$ cat src/verilog/acd_pkg.sv
// Purpose: shared constants and carrier types for the overload (clip) detector
// Assumes: APB slave with 32-bit data, one register per aligned word
// Notes: register index times four gives the byte address
package acd_pkg;
   localparam int unsigned ADDR_W = 12;
   localparam int unsigned DATA_W = 32;
   localparam int unsigned SMP_W = 16;
   localparam int unsigned CNT_W = 8;
   localparam int unsigned ACC_W = 32;
   localparam int unsigned IDX_W = 10;
   localparam int unsigned IDX_LSB = 2;

   // register indices
   localparam logic [IDX_W-1:0] IDX_UPPER_THRESH = 10'h032;
   localparam logic [IDX_W-1:0] IDX_LOWER_THRESH = 10'h033;
   localparam logic [IDX_W-1:0] IDX_UPPER_WINDOW = 10'h034;
   localparam logic [IDX_W-1:0] IDX_LOWER_WINDOW = 10'h035;
   localparam logic [IDX_W-1:0] IDX_SAMPLE_COUNTS = 10'h036;
   localparam logic [IDX_W-1:0] IDX_ERROR_INJECT = 10'h037;
   localparam logic [IDX_W-1:0] IDX_STATUS = 10'h03e;
   localparam logic [IDX_W-1:0] IDX_ACCUM = 10'h03f;

   // field positions of the sample count register
   localparam int unsigned FLD_UPPER_TGT_LSB = 8;
   localparam int unsigned FLD_LOWER_TGT_LSB = 0;
   // field positions of the status register
   localparam int unsigned FLD_ST_ACTIVE = 0;
   localparam int unsigned FLD_ST_UHITS_LSB = 8;
   localparam int unsigned FLD_ST_LHITS_LSB = 16;

   localparam logic [SMP_W-1:0] RST_CFG16 = 16'h0000;
   localparam logic [CNT_W-1:0] RST_CNT8 = 8'h00;
   localparam logic [ACC_W-1:0] RST_ACC = 32'h0000_0000;
   localparam logic [DATA_W-1:0] RST_DATA = 32'h0000_0000;

   typedef enum logic [0:0] {
      ST_WATCH = 1'b0,
      ST_CLIP = 1'b1
   } acd_state_e;

   typedef struct packed {
      logic psel;
      logic penable;
      logic pwrite;
      logic [ADDR_W-1:0] paddr;
      logic [DATA_W-1:0] pwdata;
   } acd_apb_req_s;

   typedef struct packed {
      logic [SMP_W-1:0] upper_thresh;
      logic [SMP_W-1:0] lower_thresh;
      logic [SMP_W-1:0] upper_window;
      logic [SMP_W-1:0] lower_window;
      logic [CNT_W-1:0] upper_target;
      logic [CNT_W-1:0] lower_target;
      logic [SMP_W-1:0] error_inject;
   } acd_cfg_s;
endpackage
$ cat src/verilog/acd_clip_detector.sv
// Purpose: overload detection for one receive gain loop, with error injection
// Assumes: samples and normal error come from logic on ref_clk_i, one per valid
// Notes: registers reached over APB with one wait state; unmapped -> pslverr
`timescale 1ns/1ps

module acd_clip_detector
   import acd_pkg::*;
(
   input wire logic ref_clk_i,
   input wire logic rst_n_i,
   input wire acd_apb_req_s apb_req_i,
   output logic [DATA_W-1:0] prdata_o,
   output logic pready_o,
   output logic pslverr_o,
   input wire logic sample_valid_i,
   input wire logic [SMP_W-1:0] sample_i,
   input wire logic [SMP_W-1:0] normal_err_i,
   output logic overload_o,
   output logic [ACC_W-1:0] loop_accum_o
);

   // ---------------- register file ----------------
   acd_cfg_s cfg_reg;
   acd_cfg_s cfg_next;
   logic [DATA_W-1:0] prdata_reg;
   logic [DATA_W-1:0] prdata_next;
   logic pready_reg;
   logic pready_next;
   logic pslverr_reg;
   logic pslverr_next;

   // detector and accumulator state
   acd_state_e state_reg;
   acd_state_e state_next;
   logic [SMP_W-1:0] uwin_cnt_reg;
   logic [SMP_W-1:0] uwin_cnt_next;
   logic [SMP_W-1:0] lwin_cnt_reg;
   logic [SMP_W-1:0] lwin_cnt_next;
   logic [CNT_W-1:0] uhit_cnt_reg;
   logic [CNT_W-1:0] uhit_cnt_next;
   logic [CNT_W-1:0] lhit_cnt_reg;
   logic [CNT_W-1:0] lhit_cnt_next;
   logic [ACC_W-1:0] acc_reg;
   logic [ACC_W-1:0] acc_next;

   logic access;
   logic [IDX_W-1:0] idx;
   logic aligned;

   assign access = apb_req_i.psel & apb_req_i.penable;
   assign idx = apb_req_i.paddr[ADDR_W-1:IDX_LSB];
   assign aligned = (apb_req_i.paddr[IDX_LSB-1:0] == 2'h0);

   always_comb begin
      logic hit;
      logic [DATA_W-1:0] rd;
      hit = 1'b1;
      rd = RST_DATA;
      cfg_next = cfg_reg;
      unique case (idx)
         IDX_UPPER_THRESH: rd = {16'h0000, cfg_reg.upper_thresh};
         IDX_LOWER_THRESH: rd = {16'h0000, cfg_reg.lower_thresh};
         IDX_UPPER_WINDOW: rd = {16'h0000, cfg_reg.upper_window};
         IDX_LOWER_WINDOW: rd = {16'h0000, cfg_reg.lower_window};
         IDX_SAMPLE_COUNTS: rd = {16'h0000, cfg_reg.upper_target, cfg_reg.lower_target};
         IDX_ERROR_INJECT: rd = {16'h0000, cfg_reg.error_inject};
         IDX_STATUS: begin
            rd[FLD_ST_ACTIVE] = (state_reg == ST_CLIP);
            rd[FLD_ST_UHITS_LSB +: CNT_W] = uhit_cnt_reg;
            rd[FLD_ST_LHITS_LSB +: CNT_W] = lhit_cnt_reg;
         end
         IDX_ACCUM: rd = acc_reg;
         default: hit = 1'b0;
      endcase
      hit = hit & aligned;
      // second access cycle completes; one wait state keeps all outputs registered
      pready_next = access & ~pready_reg;
      pslverr_next = access & ~pready_reg & ~hit;
      prdata_next = (access & ~pready_reg & ~apb_req_i.pwrite & hit) ? rd : RST_DATA;
      if (access && pready_reg && apb_req_i.pwrite && hit) begin
         unique case (idx)
            IDX_UPPER_THRESH: cfg_next.upper_thresh = apb_req_i.pwdata[SMP_W-1:0];
            IDX_LOWER_THRESH: cfg_next.lower_thresh = apb_req_i.pwdata[SMP_W-1:0];
            IDX_UPPER_WINDOW: cfg_next.upper_window = apb_req_i.pwdata[SMP_W-1:0];
            IDX_LOWER_WINDOW: cfg_next.lower_window = apb_req_i.pwdata[SMP_W-1:0];
            IDX_SAMPLE_COUNTS: begin
               cfg_next.upper_target = apb_req_i.pwdata[FLD_UPPER_TGT_LSB +: CNT_W];
               cfg_next.lower_target = apb_req_i.pwdata[FLD_LOWER_TGT_LSB +: CNT_W];
            end
            IDX_ERROR_INJECT: cfg_next.error_inject = apb_req_i.pwdata[SMP_W-1:0];
            default: cfg_next = cfg_reg;
         endcase
      end
   end

   always_ff @(posedge ref_clk_i or negedge rst_n_i) begin
      if (!rst_n_i) begin
         cfg_reg <= '{upper_thresh: RST_CFG16, lower_thresh: RST_CFG16,
                      upper_window: RST_CFG16, lower_window: RST_CFG16,
                      upper_target: RST_CNT8, lower_target: RST_CNT8,
                      error_inject: RST_CFG16};
         prdata_reg <= RST_DATA;
         pready_reg <= 1'b0;
         pslverr_reg <= 1'b0;
      end else begin
         cfg_reg <= cfg_next;
         prdata_reg <= prdata_next;
         pready_reg <= pready_next;
         pslverr_reg <= pslverr_next;
      end
   end

   // ---------------- overload detector ----------------
   // magnitude of a two's complement sample; the most negative code saturates
   logic [SMP_W-1:0] mag;
   logic above_upper;
   logic below_lower;

   always_comb begin
      if (sample_i[SMP_W-1]) begin
         mag = (sample_i == 16'h8000) ? 16'h7fff : SMP_W'(~sample_i + 16'h0001);
      end else begin
         mag = sample_i;
      end
   end

   assign above_upper = (mag > cfg_reg.upper_thresh);
   assign below_lower = (mag < cfg_reg.lower_thresh);

   always_comb begin
      logic [CNT_W-1:0] uhits;
      logic [CNT_W-1:0] lhits;
      logic [SMP_W-1:0] uwin;
      logic [SMP_W-1:0] lwin;
      uhits = uhit_cnt_reg + CNT_W'(above_upper);
      lhits = lhit_cnt_reg + CNT_W'(below_lower);
      uwin = uwin_cnt_reg + 16'h0001;
      lwin = lwin_cnt_reg + 16'h0001;
      state_next = state_reg;
      uwin_cnt_next = uwin_cnt_reg;
      lwin_cnt_next = lwin_cnt_reg;
      uhit_cnt_next = uhit_cnt_reg;
      lhit_cnt_next = lhit_cnt_reg;
      if (sample_valid_i) begin
         unique case (state_reg)
            ST_WATCH: begin
               // zero target or zero window leaves detection idle
               if (cfg_reg.upper_target != RST_CNT8 && uhits == cfg_reg.upper_target
                   && cfg_reg.upper_window != RST_CFG16) begin
                  state_next = ST_CLIP;
                  uwin_cnt_next = RST_CFG16;
                  uhit_cnt_next = RST_CNT8;
               end else if (uwin >= cfg_reg.upper_window) begin
                  uwin_cnt_next = RST_CFG16;
                  uhit_cnt_next = RST_CNT8;
               end else begin
                  uwin_cnt_next = uwin;
                  uhit_cnt_next = uhits;
               end
               lwin_cnt_next = RST_CFG16;
               lhit_cnt_next = RST_CNT8;
            end
            ST_CLIP: begin
               if (cfg_reg.lower_target != RST_CNT8 && lhits == cfg_reg.lower_target
                   && cfg_reg.lower_window != RST_CFG16) begin
                  state_next = ST_WATCH;
                  lwin_cnt_next = RST_CFG16;
                  lhit_cnt_next = RST_CNT8;
               end else if (lwin >= cfg_reg.lower_window) begin
                  lwin_cnt_next = RST_CFG16;
                  lhit_cnt_next = RST_CNT8;
               end else begin
                  lwin_cnt_next = lwin;
                  lhit_cnt_next = lhits;
               end
               uwin_cnt_next = RST_CFG16;
               uhit_cnt_next = RST_CNT8;
            end
         endcase
      end
   end

   always_ff @(posedge ref_clk_i or negedge rst_n_i) begin
      if (!rst_n_i) begin
         state_reg <= ST_WATCH;
         uwin_cnt_reg <= RST_CFG16;
         lwin_cnt_reg <= RST_CFG16;
         uhit_cnt_reg <= RST_CNT8;
         lhit_cnt_reg <= RST_CNT8;
      end else begin
         state_reg <= state_next;
         uwin_cnt_reg <= uwin_cnt_next;
         lwin_cnt_reg <= lwin_cnt_next;
         uhit_cnt_reg <= uhit_cnt_next;
         lhit_cnt_reg <= lhit_cnt_next;
      end
   end

   // ---------------- loop accumulator ----------------
   // the sample that raises the event still adds the normal error; injection
   // starts with the next sample, as the state is registered
   always_comb begin
      logic [SMP_W-1:0] err;
      err = (state_reg == ST_CLIP) ? cfg_reg.error_inject : normal_err_i;
      acc_next = acc_reg;
      if (sample_valid_i) begin
         acc_next = acc_reg + {{(ACC_W-SMP_W){err[SMP_W-1]}}, err};
      end
   end

   always_ff @(posedge ref_clk_i or negedge rst_n_i) begin
      if (!rst_n_i) begin
         acc_reg <= RST_ACC;
      end else begin
         acc_reg <= acc_next;
      end
   end

   assign prdata_o = prdata_reg;
   assign pready_o = pready_reg;
   assign pslverr_o = pslverr_reg;
   assign overload_o = state_reg;
   assign loop_accum_o = acc_reg;

endmodule // acd_clip_detector

$ cat config.mk
export PLATFORM = sky130hd
export DESIGN_NAME = acd_clip_detector
export DESIGN_NICKNAME = d
export VERILOG_FILES = /design/src/verilog/acd_pkg.sv /design/src/verilog/acd_clip_detector.sv
export SDC_FILE = /design/constraint.sdc
export NUM_CORES = 1
export LEC_CHECK = 0
export BUFFER_PORTS_ARGS = -buffer_cell sky130_fd_sc_hd__buf_4
export CORE_MARGIN = 2
export CORE_UTILIZATION = 63
export DETAILED_ROUTE_END_ITERATION = 8
export PLACE_DENSITY = 0.85
export SLEW_MARGIN = 20
export SYNTH_ARGS = -nofsm -noshare
export SYNTH_HDL_FRONTEND = slang
export SYNTH_SLANG_ARGS = --single-unit
$ cat constraint.sdc
create_clock -name ref_clk_i -period 11.7 [get_ports ref_clk_i]
set_clock_uncertainty 0.05 [all_clocks]
set_input_delay 0.585 -clock ref_clk_i [delete_from_list [all_inputs] [get_ports ref_clk_i]]
set_output_delay 0.585 -clock ref_clk_i [all_outputs]
set_load 0.005 [all_outputs]
# Word-level counts from Yosys, hierarchy flattened
# Cells that the tools add are included.
[op_classes]
add_sub_neg = 6
n_reduce_logical = 19
order_cmp = 4
eq_ne = 11
bitwise_logic = 11
mux = 24
[ops]
columns = ["cell", "count"]
rows = [
  ["case mux 16 bit (8 select lines)", 1],
  ["two-way mux 16 bit", 7],
  ["equality test 10 x 6 -> 1 bit, second input constant", 8],
  ["case mux 16 bit (2 select lines)", 2],
  ["case mux 7 bit (7 select lines)", 1],
  ["adder 16 x 1 -> 16 bit, second input constant", 3],
  ["two-way mux 8 bit", 5],
  ["adder 32 bit", 1],
  [">= comparator 16 bit", 2],
  ["two-way mux 32 bit", 1],
  ["case mux 8 bit (2 select lines)", 2],
  ["nonzero test 16 bit", 2],
  ["adder 8 x 1 -> 8 bit", 2],
  ["equality test 16 bit, second input constant", 1],
  ["equality test 8 bit", 2],
  ["greater-than comparator 16 bit", 1],
  ["< comparator 16 bit", 1],
  ["NOT 16 bit", 1],
  ["nonzero test 8 bit", 2],
  ["AND reduction 2 bit", 6],
  ["case mux 1 bit (8 select lines)", 1],
  ["OR reduction 8 bit", 1],
  ["logical AND 1 bit", 7],
  ["bitwise AND 1 bit", 6],
  ["4 further kinds", 9],
]
[totals]
input_bits = 82
wordCells = 91
reg_bits = 211
out_inout_bits = 67

# Longest topological paths before layout
# Gate-level depths: netlist of the first run.
[logic_depth]
ltp_word = 11
depth_mapped = 27
mapped_depth_nobuf = 26

# Least setup slack after synthesis of the first run
# OpenSTA, ideal clock, no wires.
[synth_timing]
path_type = "input port to flip-flop"
start = "input port sample_i[11]"
end = "register uwin_cnt_reg[10]"
arrival_ns = 4.822
setup_ns = 0.122
path_buffers = 1
required_time_ns = 11.528
path_stages = 23
slack_ns = 6.707
path_cell_list = "nor4_1 > and4b_1 > nand2b_1 > a31oi_1 > ha_1 > nor2b_1 > o21a_1 > o21a_1 > o21a_1 > o21a_1 > o21a_1 > o21ai_0 > a21oi_1 > ha_1 > ha_1 > xnor2_1 > xnor2_1 > nor3_1 > nand4_1 > or4b_1 > a21boi_4 > buf_6 > a32o_1"
[synth_via]
elab_chain_cells = 11
word_cells_on_any_way = 12
cone_classes = "add/sub: 2; order compare: 1; eq/ne: 2; mux: 4; bitwise: 1; reduce/logical: 2"
[synth_rtl]
columns = ["item", "line_no", "source"]
rows = [
  ["start, declared", "acd_clip_detector.sv:16", "input wire logic [SMP_W-1:0] sample_i,"],
  ["NOT 16 bit", "acd_clip_detector.sv:121", "mag = (sample_i == 16'h8000) ? 16'h7fff : SMP_W'(~sample_i + 16'h0001);"],
  ["adder 16 x 1 -> 16 bit", "acd_clip_detector.sv:121", ""],
  ["two-way mux 16 bit", "acd_clip_detector.sv:121", ""],
  ["two-way mux 16 bit *", "acd_clip_detector.sv:120", "if (sample_i[SMP_W-1]) begin"],
  ["greater-than comparator 16 bit *", "acd_clip_detector.sv:127", "assign above_upper = (mag > cfg_reg.upper_thresh);"],
  ["adder 8 x 1 -> 8 bit *", "acd_clip_detector.sv:135", "uhits = uhit_cnt_reg + CNT_W'(above_upper);"],
  ["equality test 8 bit *", "acd_clip_detector.sv:148", "if (cfg_reg.upper_target != RST_CNT8 && uhits == cfg_reg.upper_target"],
  ["logical AND 1 bit *", "acd_clip_detector.sv:148", ""],
  ["logical AND 1 bit *", "acd_clip_detector.sv:149", "&& cfg_reg.upper_window != RST_CFG16) begin"],
  ["two-way mux 16 bit *", "acd_clip_detector.sv:148", ""],
  ["case mux 16 bit (2 select lines) *", "acd_clip_detector.sv:145", "unique case (state_reg)"],
  ["end signal, assigned", "acd_clip_detector.sv:192", "uwin_cnt_reg <= uwin_cnt_next;"],
  ["end, declared", "acd_clip_detector.sv:35", "logic [SMP_W-1:0] uwin_cnt_reg;"],
]
# Mark *: on every way between the ends. The rest lies on a longest branch, timed or not.
# A chain may end at the register's enable or synchronous reset.

# Worst setup path in the final report of the first run
[layout_timing]
start = "input port sample_i[11]"
end = "register lwin_cnt_reg[13]"
[layout_via]
elab_chain_cells = 11
word_cells_on_any_way = 12
cone_classes = "add/sub: 2; order compare: 1; eq/ne: 2; mux: 4; bitwise: 1; reduce/logical: 2"
[layout_rtl]
columns = ["item", "line_no", "source"]
rows = [
  ["NOT 16 bit", "acd_clip_detector.sv:121", ""],
  ["adder 16 x 1 -> 16 bit", "acd_clip_detector.sv:121", ""],
  ["two-way mux 16 bit", "acd_clip_detector.sv:121", ""],
  ["two-way mux 16 bit *", "acd_clip_detector.sv:120", ""],
  ["< comparator 16 bit *", "acd_clip_detector.sv:128", "assign below_lower = (mag < cfg_reg.lower_thresh);"],
  ["adder 8 x 1 -> 8 bit *", "acd_clip_detector.sv:136", "lhits = lhit_cnt_reg + CNT_W'(below_lower);"],
  ["equality test 8 bit *", "acd_clip_detector.sv:164", "if (cfg_reg.lower_target != RST_CNT8 && lhits == cfg_reg.lower_target"],
  ["logical AND 1 bit *", "acd_clip_detector.sv:164", ""],
  ["logical AND 1 bit *", "acd_clip_detector.sv:165", "&& cfg_reg.lower_window != RST_CFG16) begin"],
  ["two-way mux 16 bit *", "acd_clip_detector.sv:164", ""],
  ["case mux 16 bit (2 select lines) *", "acd_clip_detector.sv:145", ""],
  ["end signal, assigned", "acd_clip_detector.sv:193", "lwin_cnt_reg <= lwin_cnt_next;"],
  ["end, declared", "acd_clip_detector.sv:37", "logic [SMP_W-1:0] lwin_cnt_reg;"],
]
# Marked as above.

==> metrics.md, run 1 <==
| Metric | Value |
|---|---|
| Uppermost layer routed | met4 |
| FP Rows | 53 |
| Vias in the first global route | 11200 |
| Gr ovfl total | 0 |
| Die ar. | around 0.022 mm2 |
| Int Pwr | 1.38 mW |
| Mean cell area of the mapped netlist | a little under 10 um2 |
| Root buf cell | clkbuf_16 |
| Maximum VDD drop | 0.141 mV |
| Pwr dens | around 130 mW/mm2 |
| Clock sinks | 211 |
| Clock Path Buffers | 3 |
| Tightest Pin Transition | 1.14 ns |
| Clk slew on worst S/H paths | 0.06 ns |
| Most frequent cells in the layout | dfrtp_1 (211), buf_4 (139), nand2_1 (109), ha_1 (101), o21ai_0 (91) |
| Yosys warning count | 0 |
| Required time worst endpoint | around 12 ns |
| Initial DRC Count | 1064 |
| Cells after Synth | 1360 |
| Status | complete, but fails checks |
| Seq/Total Area, Yosys | 39.5% |
| Placed Instance Area | 0.0145 mm2 |
| HPWL Detailed | 26.6 mm |
| Pre-CTS setup slack | 5.20 ns |
| Core area | around 0.021 mm2 |
| CP Capture Type | register |
| Final Critical Period | 6.12 ns |
| Crit-path max FO | 18 |
| CTS H-tree lvls | 1 |
| CTS tree | built |
| Largest net degree at the start of global routing | 76 |
| Clk Latency, worst-skew pair | 0.53 ns |
| Diode count | 0 |
| Initial DRT Pass Iterations | 8 |
| GRT Total Usage | approximately a third |
| PnR worst setup slack | 5.58 ns |
| Final Non-Filler Cells | 1758 |
| Postcts setup bufs | 0 |
| Remaining antenna violation count | 0 |
| Post-CTS sizing | 0 |
| Leakage | 7.66 nW |
| Worst hold path type | in -> async |
| M1 wire length | 14.9 mm |
| Final wirelength | 37.5 mm |
| Post-Syn Area | ~0.013 mm2 |
| Die span in x | roughly 150 um |
| PortBufs | between 100 and 150 |
| Post-synthesis async set-or-reset flop share | 100% |
| Most common cell after layout, fill and taps aside | dfrtp_1 |
| Routed vias | 11500 |
| WHS | -0.00123 ns |
| Final hold viol count | 1 |
| Setup TNS | 0 ns |
| Slew Limit Headroom | 24.0% |
| Post-synth EDFFs | 0 |
| CP Class | in -> reg |
| Final GP Congestion | 0.951 |
| Cells after DPL | 1714 |
| Syn_nets | 1544 |
| Ports | roughly 150 |
| Max cap viols | 0 |
| Met2 WL post-DR | 17.6 mm |
| Final Instance Area | between 0.015 and 0.02 mm2 |
| Design Power | between 1.5 and 2 mW |
| Clk pwr share | approximately two fifths |
| Logic pwr share | between 10% and 20% |
| Initial antenna violation count | 0 |
| Initial Util | 63.9% |
| Layout cells sized above 1 | 19.8% |
| Startpoint Class | input port |
| Post-cts hold buffer count | 0 |
| RSZ-0062 raised after global routing | no |
| Final Max Slew Viols | 0 |
| Max FFs per register | 96 |
| Crit share post-route | a little over half |
| Switch Pwr | ~0.55 mW |
| Routed WL per cell | 21.3 um |
| Number of vias per cell | ~6.5 |
| Metal3 WL | ~3 mm |
| Synth-to-layout area growth | 14.6% |
| Crit path DAT | approximately 6.5 ns |
| Final setup viols | 0 |
| Ys flop type | dfrtp_1 |
| Final nets | 1649 |
| First-pass GRT wire length | 59.2 mm |
| Final core occ | about three quarters |
| Violated checks | negative hold slack |
| Synth unique cells | 74 |
| FF+latch count, synth | between 200 and 250 |
| Die height | 150 um |
| Switching Fraction | 28.6% |
| Sequential power share | 42.9% |
| CTS buffer count | 24 |
| Max frequency | 0.163 GHz |
| # DRC | 0 |
-- path summary, 6_finish.rpt --
| path | endpoint | cells past startpoint | slack (ns) | startpoint |
|---|---|---|---|---|
| setup / recovery | lwin_cnt_reg[13]$_DFFE_PN0P_ | 23 | 5.58 | sample_i[11] |
| hold / removal | lwin_cnt_reg[4]$_DFFE_PN0P_ | 1 | -0.001 | rst_n_i |
| setup reg to reg | lwin_cnt_reg[13]$_DFFE_PN0P_ | 19 | 6.55 | cfg_reg[73]$_DFFE_PN0P_ |
| hold reg to reg | lwin_cnt_reg[15]$_DFFE_PN0P_ | 1 | 0.45 | lwin_cnt_reg[15]$_DFFE_PN0P_ |
| max in group asynchronous | uwin_cnt_reg[8]$_DFFE_PN0P_ | 3 | 9.37 | rst_n_i |
| min in group ref_clk_i | cfg_reg[69]$_DFFE_PN0P_ | 3 | 0.30 | apb_req_i[5] |
-- cell type report --
type / count / area [um2]
fill: 1471 / 5590
clock buffer: 34 / 719
multi-input combinational: 1002 / 7500
timing repair buffer: 140 / 1060
clock inverter: 10 / 82.6
inverter: 86 / 323
tap: 275 / 344
sequential: 211 / 5280
-- critical path: stages --
cell,delay [ns]
buf_4,0.12
nor4_1,0.48
and4b_1,0.30
nand2b_1,0.28
nand2_1,0.20
ha_1,0.26
a21o_1,0.16
a21o_1,0.17
a21o_1,0.18
a21oi_1,0.14
nor2b_1,0.06
o21ai_0,0.15
nand2b_1,0.08
a221oi_1,0.65
ha_1,0.33
nand2_1,0.15
nor4_1,0.49
a2111oi_0,0.16
o2111ai_1,0.36
o211ai_2,0.16
a21oi_2,0.69
a31oi_1,0.18
a31oi_1,0.16
-- cells in the mapped netlist, types with 6 or more instances --
| cell type | number | area [um2] |
|---|---|---|
| a211oi_1 | 9 | 67.6 |
| a21o_1 | 40 | 300 |
| a21oi_1 | 74 | 370 |
| a22o_1 | 15 | 131 |
| a22oi_1 | 45 | 338 |
| a31oi_1 | 22 | 138 |
| a32o_1 | 15 | 150 |
| and2_1 | 14 | 87.6 |
| and3_1 | 21 | 131 |
| buf_2 | 17 | 85.1 |
| clkbuf_1 | 32 | 120 |
| dfrtp_1 | 211 | 5280 |
| ha_1 | 101 | 1260 |
| inv_1 | 86 | 323 |
| mux2_2 | 79 | 890 |
| mux2i_1 | 13 | 130 |
| mux4_2 | 7 | 158 |
| nand2_1 | 109 | 409 |
| nand2b_1 | 11 | 68.8 |
| nand3_1 | 32 | 160 |
| nand4_1 | 19 | 119 |
| nor2_1 | 58 | 218 |
| nor2b_1 | 9 | 56.3 |
| nor3_1 | 15 | 75.1 |
| nor4_1 | 14 | 87.6 |
| o21a_1 | 8 | 60.1 |
| o21ai_0 | 91 | 455 |
| o21bai_1 | 8 | 60.1 |
| o2bb2ai_1 | 6 | 52.6 |
| o31ai_1 | 8 | 60.1 |
| or3_1 | 6 | 37.5 |
| xnor2_1 | 47 | 412 |
| xor2_1 | 36 | 315 |
-- routing by layer --
metal / vias up / global-route usage [%]
li1: 5173 / -
met1: 5602 / 43.8
met2: 555 / 55.0
met3: 132 / 5.52
met4: 0 / 16.0
met5: - / 0
-- power by group through the flow --
| stage | logic (mW) | registers (mW) | clock network [mW] |
|---|---|---|---|
| 4_1_cts | 0.339 | 0.829 | 0.764 |
| 5_1_grt | 0.374 | 0.834 | 0.792 |
| 3_3_place_gp | 0.324 | 0.841 | 0 |
| 2_1_floorplan | 0.193 | 0.821 | 0 |
| 3_5_place_dp | 0.334 | 0.841 | 0 |
| 6_report | 0.342 | 0.830 | 0.761 |
-- cells by family (layout without fill, tap and decap cells) --
family	Yosys count	after routing	synth area share [%]
flops	211	211	39.5
buf+inv	147	270	4.61
fa+ha+maj	103	103	9.69
xor+xnor	84	84	5.61
simple gates	335	335	12.6
mux	103	103	9.16
compound gates	377	377	18.8
No activity file was read; power rests on OpenSTA's default activity.
==> run 2, diff against run 1 <==
--- a/config.mk
+++ b/config.mk
@@ -5,11 +5,12 @@
 export SDC_FILE = /design/constraint.sdc
 export NUM_CORES = 1
 export LEC_CHECK = 0
+export ABC_AREA = 1
 export BUFFER_PORTS_ARGS = -buffer_cell sky130_fd_sc_hd__buf_4
 export CORE_MARGIN = 2
-export CORE_UTILIZATION = 63
+export CORE_UTILIZATION = 60
 export DETAILED_ROUTE_END_ITERATION = 8
-export PLACE_DENSITY = 0.85
+export PLACE_DENSITY = 0.81
 export SLEW_MARGIN = 20
 export SYNTH_ARGS = -nofsm -noshare
 export SYNTH_HDL_FRONTEND = slang
==> constraint.sdc (replaced) <==
create_clock -name ref_clk_i -period 5.7 [get_ports ref_clk_i]
set_clock_uncertainty 0.05 [all_clocks]
set_input_delay 0.285 -clock ref_clk_i [delete_from_list [all_inputs] [get_ports ref_clk_i]]
set_output_delay 0.285 -clock ref_clk_i [all_outputs]
set_load 0.005 [all_outputs]
==> run 2 against run 1 <==
The flow now finishes without violations. Critical path depth is 6 higher. Combinational power grew to 4.8 times the previous value. Via count is 24% higher. Synthesized cell count is 46% higher. Cell area is 7.0% higher. Sequential share of layout area is 2.3 points lower. Count of clock-buffer cells in the layout is 3 higher. Critical path type unchanged. Flip-flop and latch count stayed put. Synthesized area is 8.0% higher. Die area is 13% higher. Register-to-register slack worse by 4.7 ns. Largest power group unchanged. First-iteration DRC count is 63% higher.
==> metrics.md, run 2 <==
| Metric | Value |
|---|---|
| Routed vias | 14300 (+24%) |
| Worst R2R Setup Slack | 1.86 ns (-4.69 ns) |
| Max cap viols | 0 (unchanged) |
| Most common cell after layout, fill and taps aside | nand2_1 |
| Slew Limit Headroom | 26.9% (+2.9 points) |
| RSZ-0062 raised after global routing | no |
| Routed WL per cell | 18.5 um (-13%) |
| Register area | 0.00528 mm2 (unchanged) |
| Yosys warning count | 0 (unchanged) |
| Remaining antenna violation count | 0 (unchanged) |
| Area leader, netlist | dfrtp_1 |
| Initial antenna violation count | 0 (unchanged) |
| Post-synth top area share | 36.6% (-2.9 points) |
| CP Class | in -> reg |
| HPWL Detailed | 33.3 mm (+25%) |
| CTS buffer count | 25 (+4.2%) |
| Vias in the first global route | 13200 (+18%) |
| Clk Latency, worst-skew pair | 0.54 ns (about the same) |
| Crit path DAT | 5.23 ns (-1.29 ns) |
| Initial Util | 61.2% (-2.7 points) |
| Pre-CTS setup slack | 0.366 ns (-4.84 ns) |
| CTS H-tree lvls | 1 (unchanged) |
| FF+latch count, synth | 211 (unchanged) |
| CP max stage cell | a21oi_1 |
| Root buf cell | clkbuf_16 |
| Tightest Pin Transition | 1.09 ns (-0.0476 ns) |
| Cells after Synth | 1985 (+46%) |
| Switching Fraction | 35.9% (+7.3 points) |
| Leakage | 7.99 nW (+4.2%) |
| Seq/Total Area, Yosys | 36.6% (-2.9 points) |
| First-pass GRT wire length | 70.9 mm (+20%) |
| GRT Total Usage | 35.1% (+1.5 points) |
| Initial DRC Count | 1738 (+63%) |
| Number of vias per cell | 5.88 (-9.9%) |
| Most frequent cells in the layout | nand2_1 (536), inv_1 (236), dfrtp_1 (211), nor2_1 (182), buf_4 (141) |
| Syn_nets | 2169 (+40%) |
| Setup TNS | 0 ns (unchanged) |
| Sequential power share | 35.5% (-7.4 points) |
| Max FFs per register | 96 (unchanged) |
| Clk pwr share | 32.3% (-7.1 points) |
| Synth-to-layout area growth | 13.6% |
| CTS tree | built |
| Placed Instance Area | 0.0155 mm2 (+7.2%) |
| Switch Pwr | 1.81 mW (+230%) |
| Final Non-Filler Cells | 2427 (+38%) |
| Pwr dens | 308 mW/mm2 (+140%) |
| Ports | 149 (unchanged) |
| Post-synth EDFFs | 0 (unchanged) |
| CP Capture Type | register |
| Status | complete, no violations |
| Final wirelength | 44.8 mm (+20%) |
| Logic pwr share | 32.3% (+15 points) |
| Largest net degree at the start of global routing | 143 (+88%) |
| Crit share post-route | 85.5% |
| Gr ovfl total | 0 (unchanged) |
| Core area | 0.0235 mm2 (+13%) |
| Post-Syn Area | 0.0144 mm2 (+8.0%) |
| Crit-path max FO | 16 (-2) |
| Diode count | 0 (unchanged) |
| PortBufs | 132 (unchanged) |
| Worst hold path type | in -> reg |
| Final Critical Period | a little under 5 ns |
| Int Pwr | 3.23 mW (+130%) |
| Commonest cells post-synth | nand2_1 (536), inv_1 (237), dfrtp_1 (211) |
| Top post-synthesis cells by area | dfrtp_1 (37%), nand2_1 (14%), ha_1 (8.8%) |
| Ys flop type | dfrtp_1 |
| Startpoint Class | input port |
| Max frequency | 0.205 GHz |
| Clk slew on worst S/H paths | 0.06 ns (about the same) |
| Final nets | 2275 (+38%) |
| Postcts setup bufs | 0 (unchanged) |
| Synth unique cells | 48 (-35%) |
| CP most frequent cell | nand2_1 |
| Final GP Congestion | 0.978 (+2.8%) |
| Multi-input combinational cell area | 0.00786 mm2 (+4.9%) |
| Layout cells sized above 1 | 10.1% (-9.8 points) |
| Fillers | 2054 (+40%) |
| Maximum VDD drop | 0.245 mV (+74%) |
| Final setup viols | 0 (unchanged) |
| Final Max Slew Viols | 0 (unchanged) |
| Post-synthesis async set-or-reset flop share | 100% (unchanged) |
| Clock sinks | 211 (unchanged) |
| Required time worst endpoint | 6.06 ns (-6.04 ns) |
| Most frequent cell after synthesis | nand2_1 |
| Initial DRT Pass Iterations | 5 (-3) |
| Die span in x | 159 um (+6.3%) |
| Clock Path Buffers | 3 (unchanged) |
| Die ar. | 0.0253 mm2 (+13%) |
| Final hold viol count | 0 (-1) |
| FP Rows | 56 (+5.7%) |
| Die height | 159 um (+6.3%) |
| # DRC | 0 (unchanged) |
| Mean cell area of the mapped netlist | 7.26 um2 (-26%) |
| Cells after DPL | 2382 (+39%) |
| CP peak stage delay | 0.38 ns (-0.31 ns) |
| PnR worst setup slack | 0.827 ns (-4.75 ns) |
| Final Instance Area | 0.0164 mm2 (+7.0%) |
run 2: cell types whose count changed in the layout (fill, tap and decap cells not counted), sizes merged, moves of 20 or more:
cell / delta
a22oi: -42
nand4: +65
o21ai: +87
inv: +153
nand3: +53
xnor2: -33
and3: -20
a21oi: +32
a21o: -39
o22ai: +42
nand2: +428
mux2: -83
nor2: +128
run 2: cells by family (layout without fill, tap and decap cells):
family / count (synthesis) / in the layout / share of synthesized area [%]
AND/OR/NAND/NOR: 955 / 955 / 29.1
AO/OA/AOI/OAI: 367 / 367 / 13.8
buffers and inverters: 305 / 428 / 8.85
flip-flops: 211 / 211 / 36.6
adder cells (fa/ha/maj): 102 / 102 / 8.90
XOR/XNOR: 45 / 45 / 2.73
run 2: repair_timing:
item | CTS | global route
resized for setup | 0 | 0
hold buffers | 1 | 0
hold endpoints to repair | 69 | 0
run 2: per-stage QoR:
step	utilization [%]	hold WS (ns)	total power, mW
after floorplan	-	-0.0606	2.78
after global placement	66.0	0.262	3.38
after detailed placement	66.0	0.280	3.40
after CTS	69.6	0.0241	5.02
after global routing	69.6	0.0697	5.32
final	69.6	0.0498	5.04
run 2: path summary, 6_finish.rpt:
check / startpoint / to / cells after the start
setup / recovery: sample_i[0] / lwin_cnt_reg[5]$_DFFE_PN0P_ / 29
hold / removal: apb_req_i[45] / pready_o$_DFF_PN0_ / 3
setup reg to reg: cfg_reg[69]$_DFFE_PN0P_ / lwin_cnt_reg[5]$_DFFE_PN0P_ / 19
hold reg to reg: cfg_reg[88]$_DFFE_PN0P_ / cfg_reg[88]$_DFFE_PN0P_ / 2
max in group asynchronous: rst_n_i / uwin_cnt_reg[1]$_DFFE_PN0P_ / 3
min in group asynchronous: rst_n_i / prdata_o[27]$_DFF_PN0_ / 2
run 2: routing by layer:
layer / wire [um] / up-vias / GRT usage (%)
met5: 0 / - / 0
met4: 1790 / 0 / 12.0
met3: 3860 / 94 / 5.57
met2: 20400 / 658 / 56.9
met1: 18700 / 6682 / 48.2
li1: - / 6829 / -
run 2: critical path, delay by kind of cell:
family	cells	cell delay (ns)
AOI/OAI and AO/OA	3	0.73
and+or+nand+nor	15	2.04
buffers and inverters	6	1.02
xor gates and xnor gates	1	0.23
adders and majority gates	4	0.93
run 2: power by group through the flow:
stage	sequential, mW	combinational, mW	clock (mW)
2_1_floorplan	1.75	1.03	0
3_3_place_gp	1.81	1.57	0
3_5_place_dp	1.81	1.60	0
4_1_cts	1.78	1.61	1.63
5_1_grt	1.80	1.82	1.70
6_report	1.79	1.63	1.63
run 2: layout make-up:
type / count / area share, %
timing repair buffer: 144 / 6.73
multi-input combinational: 1469 / 48.0
clock buffer: 37 / 4.52
clock inverter: 7 / 0.558
tap: 319 / 2.44
sequential: 211 / 32.2
inverter: 240 / 5.50
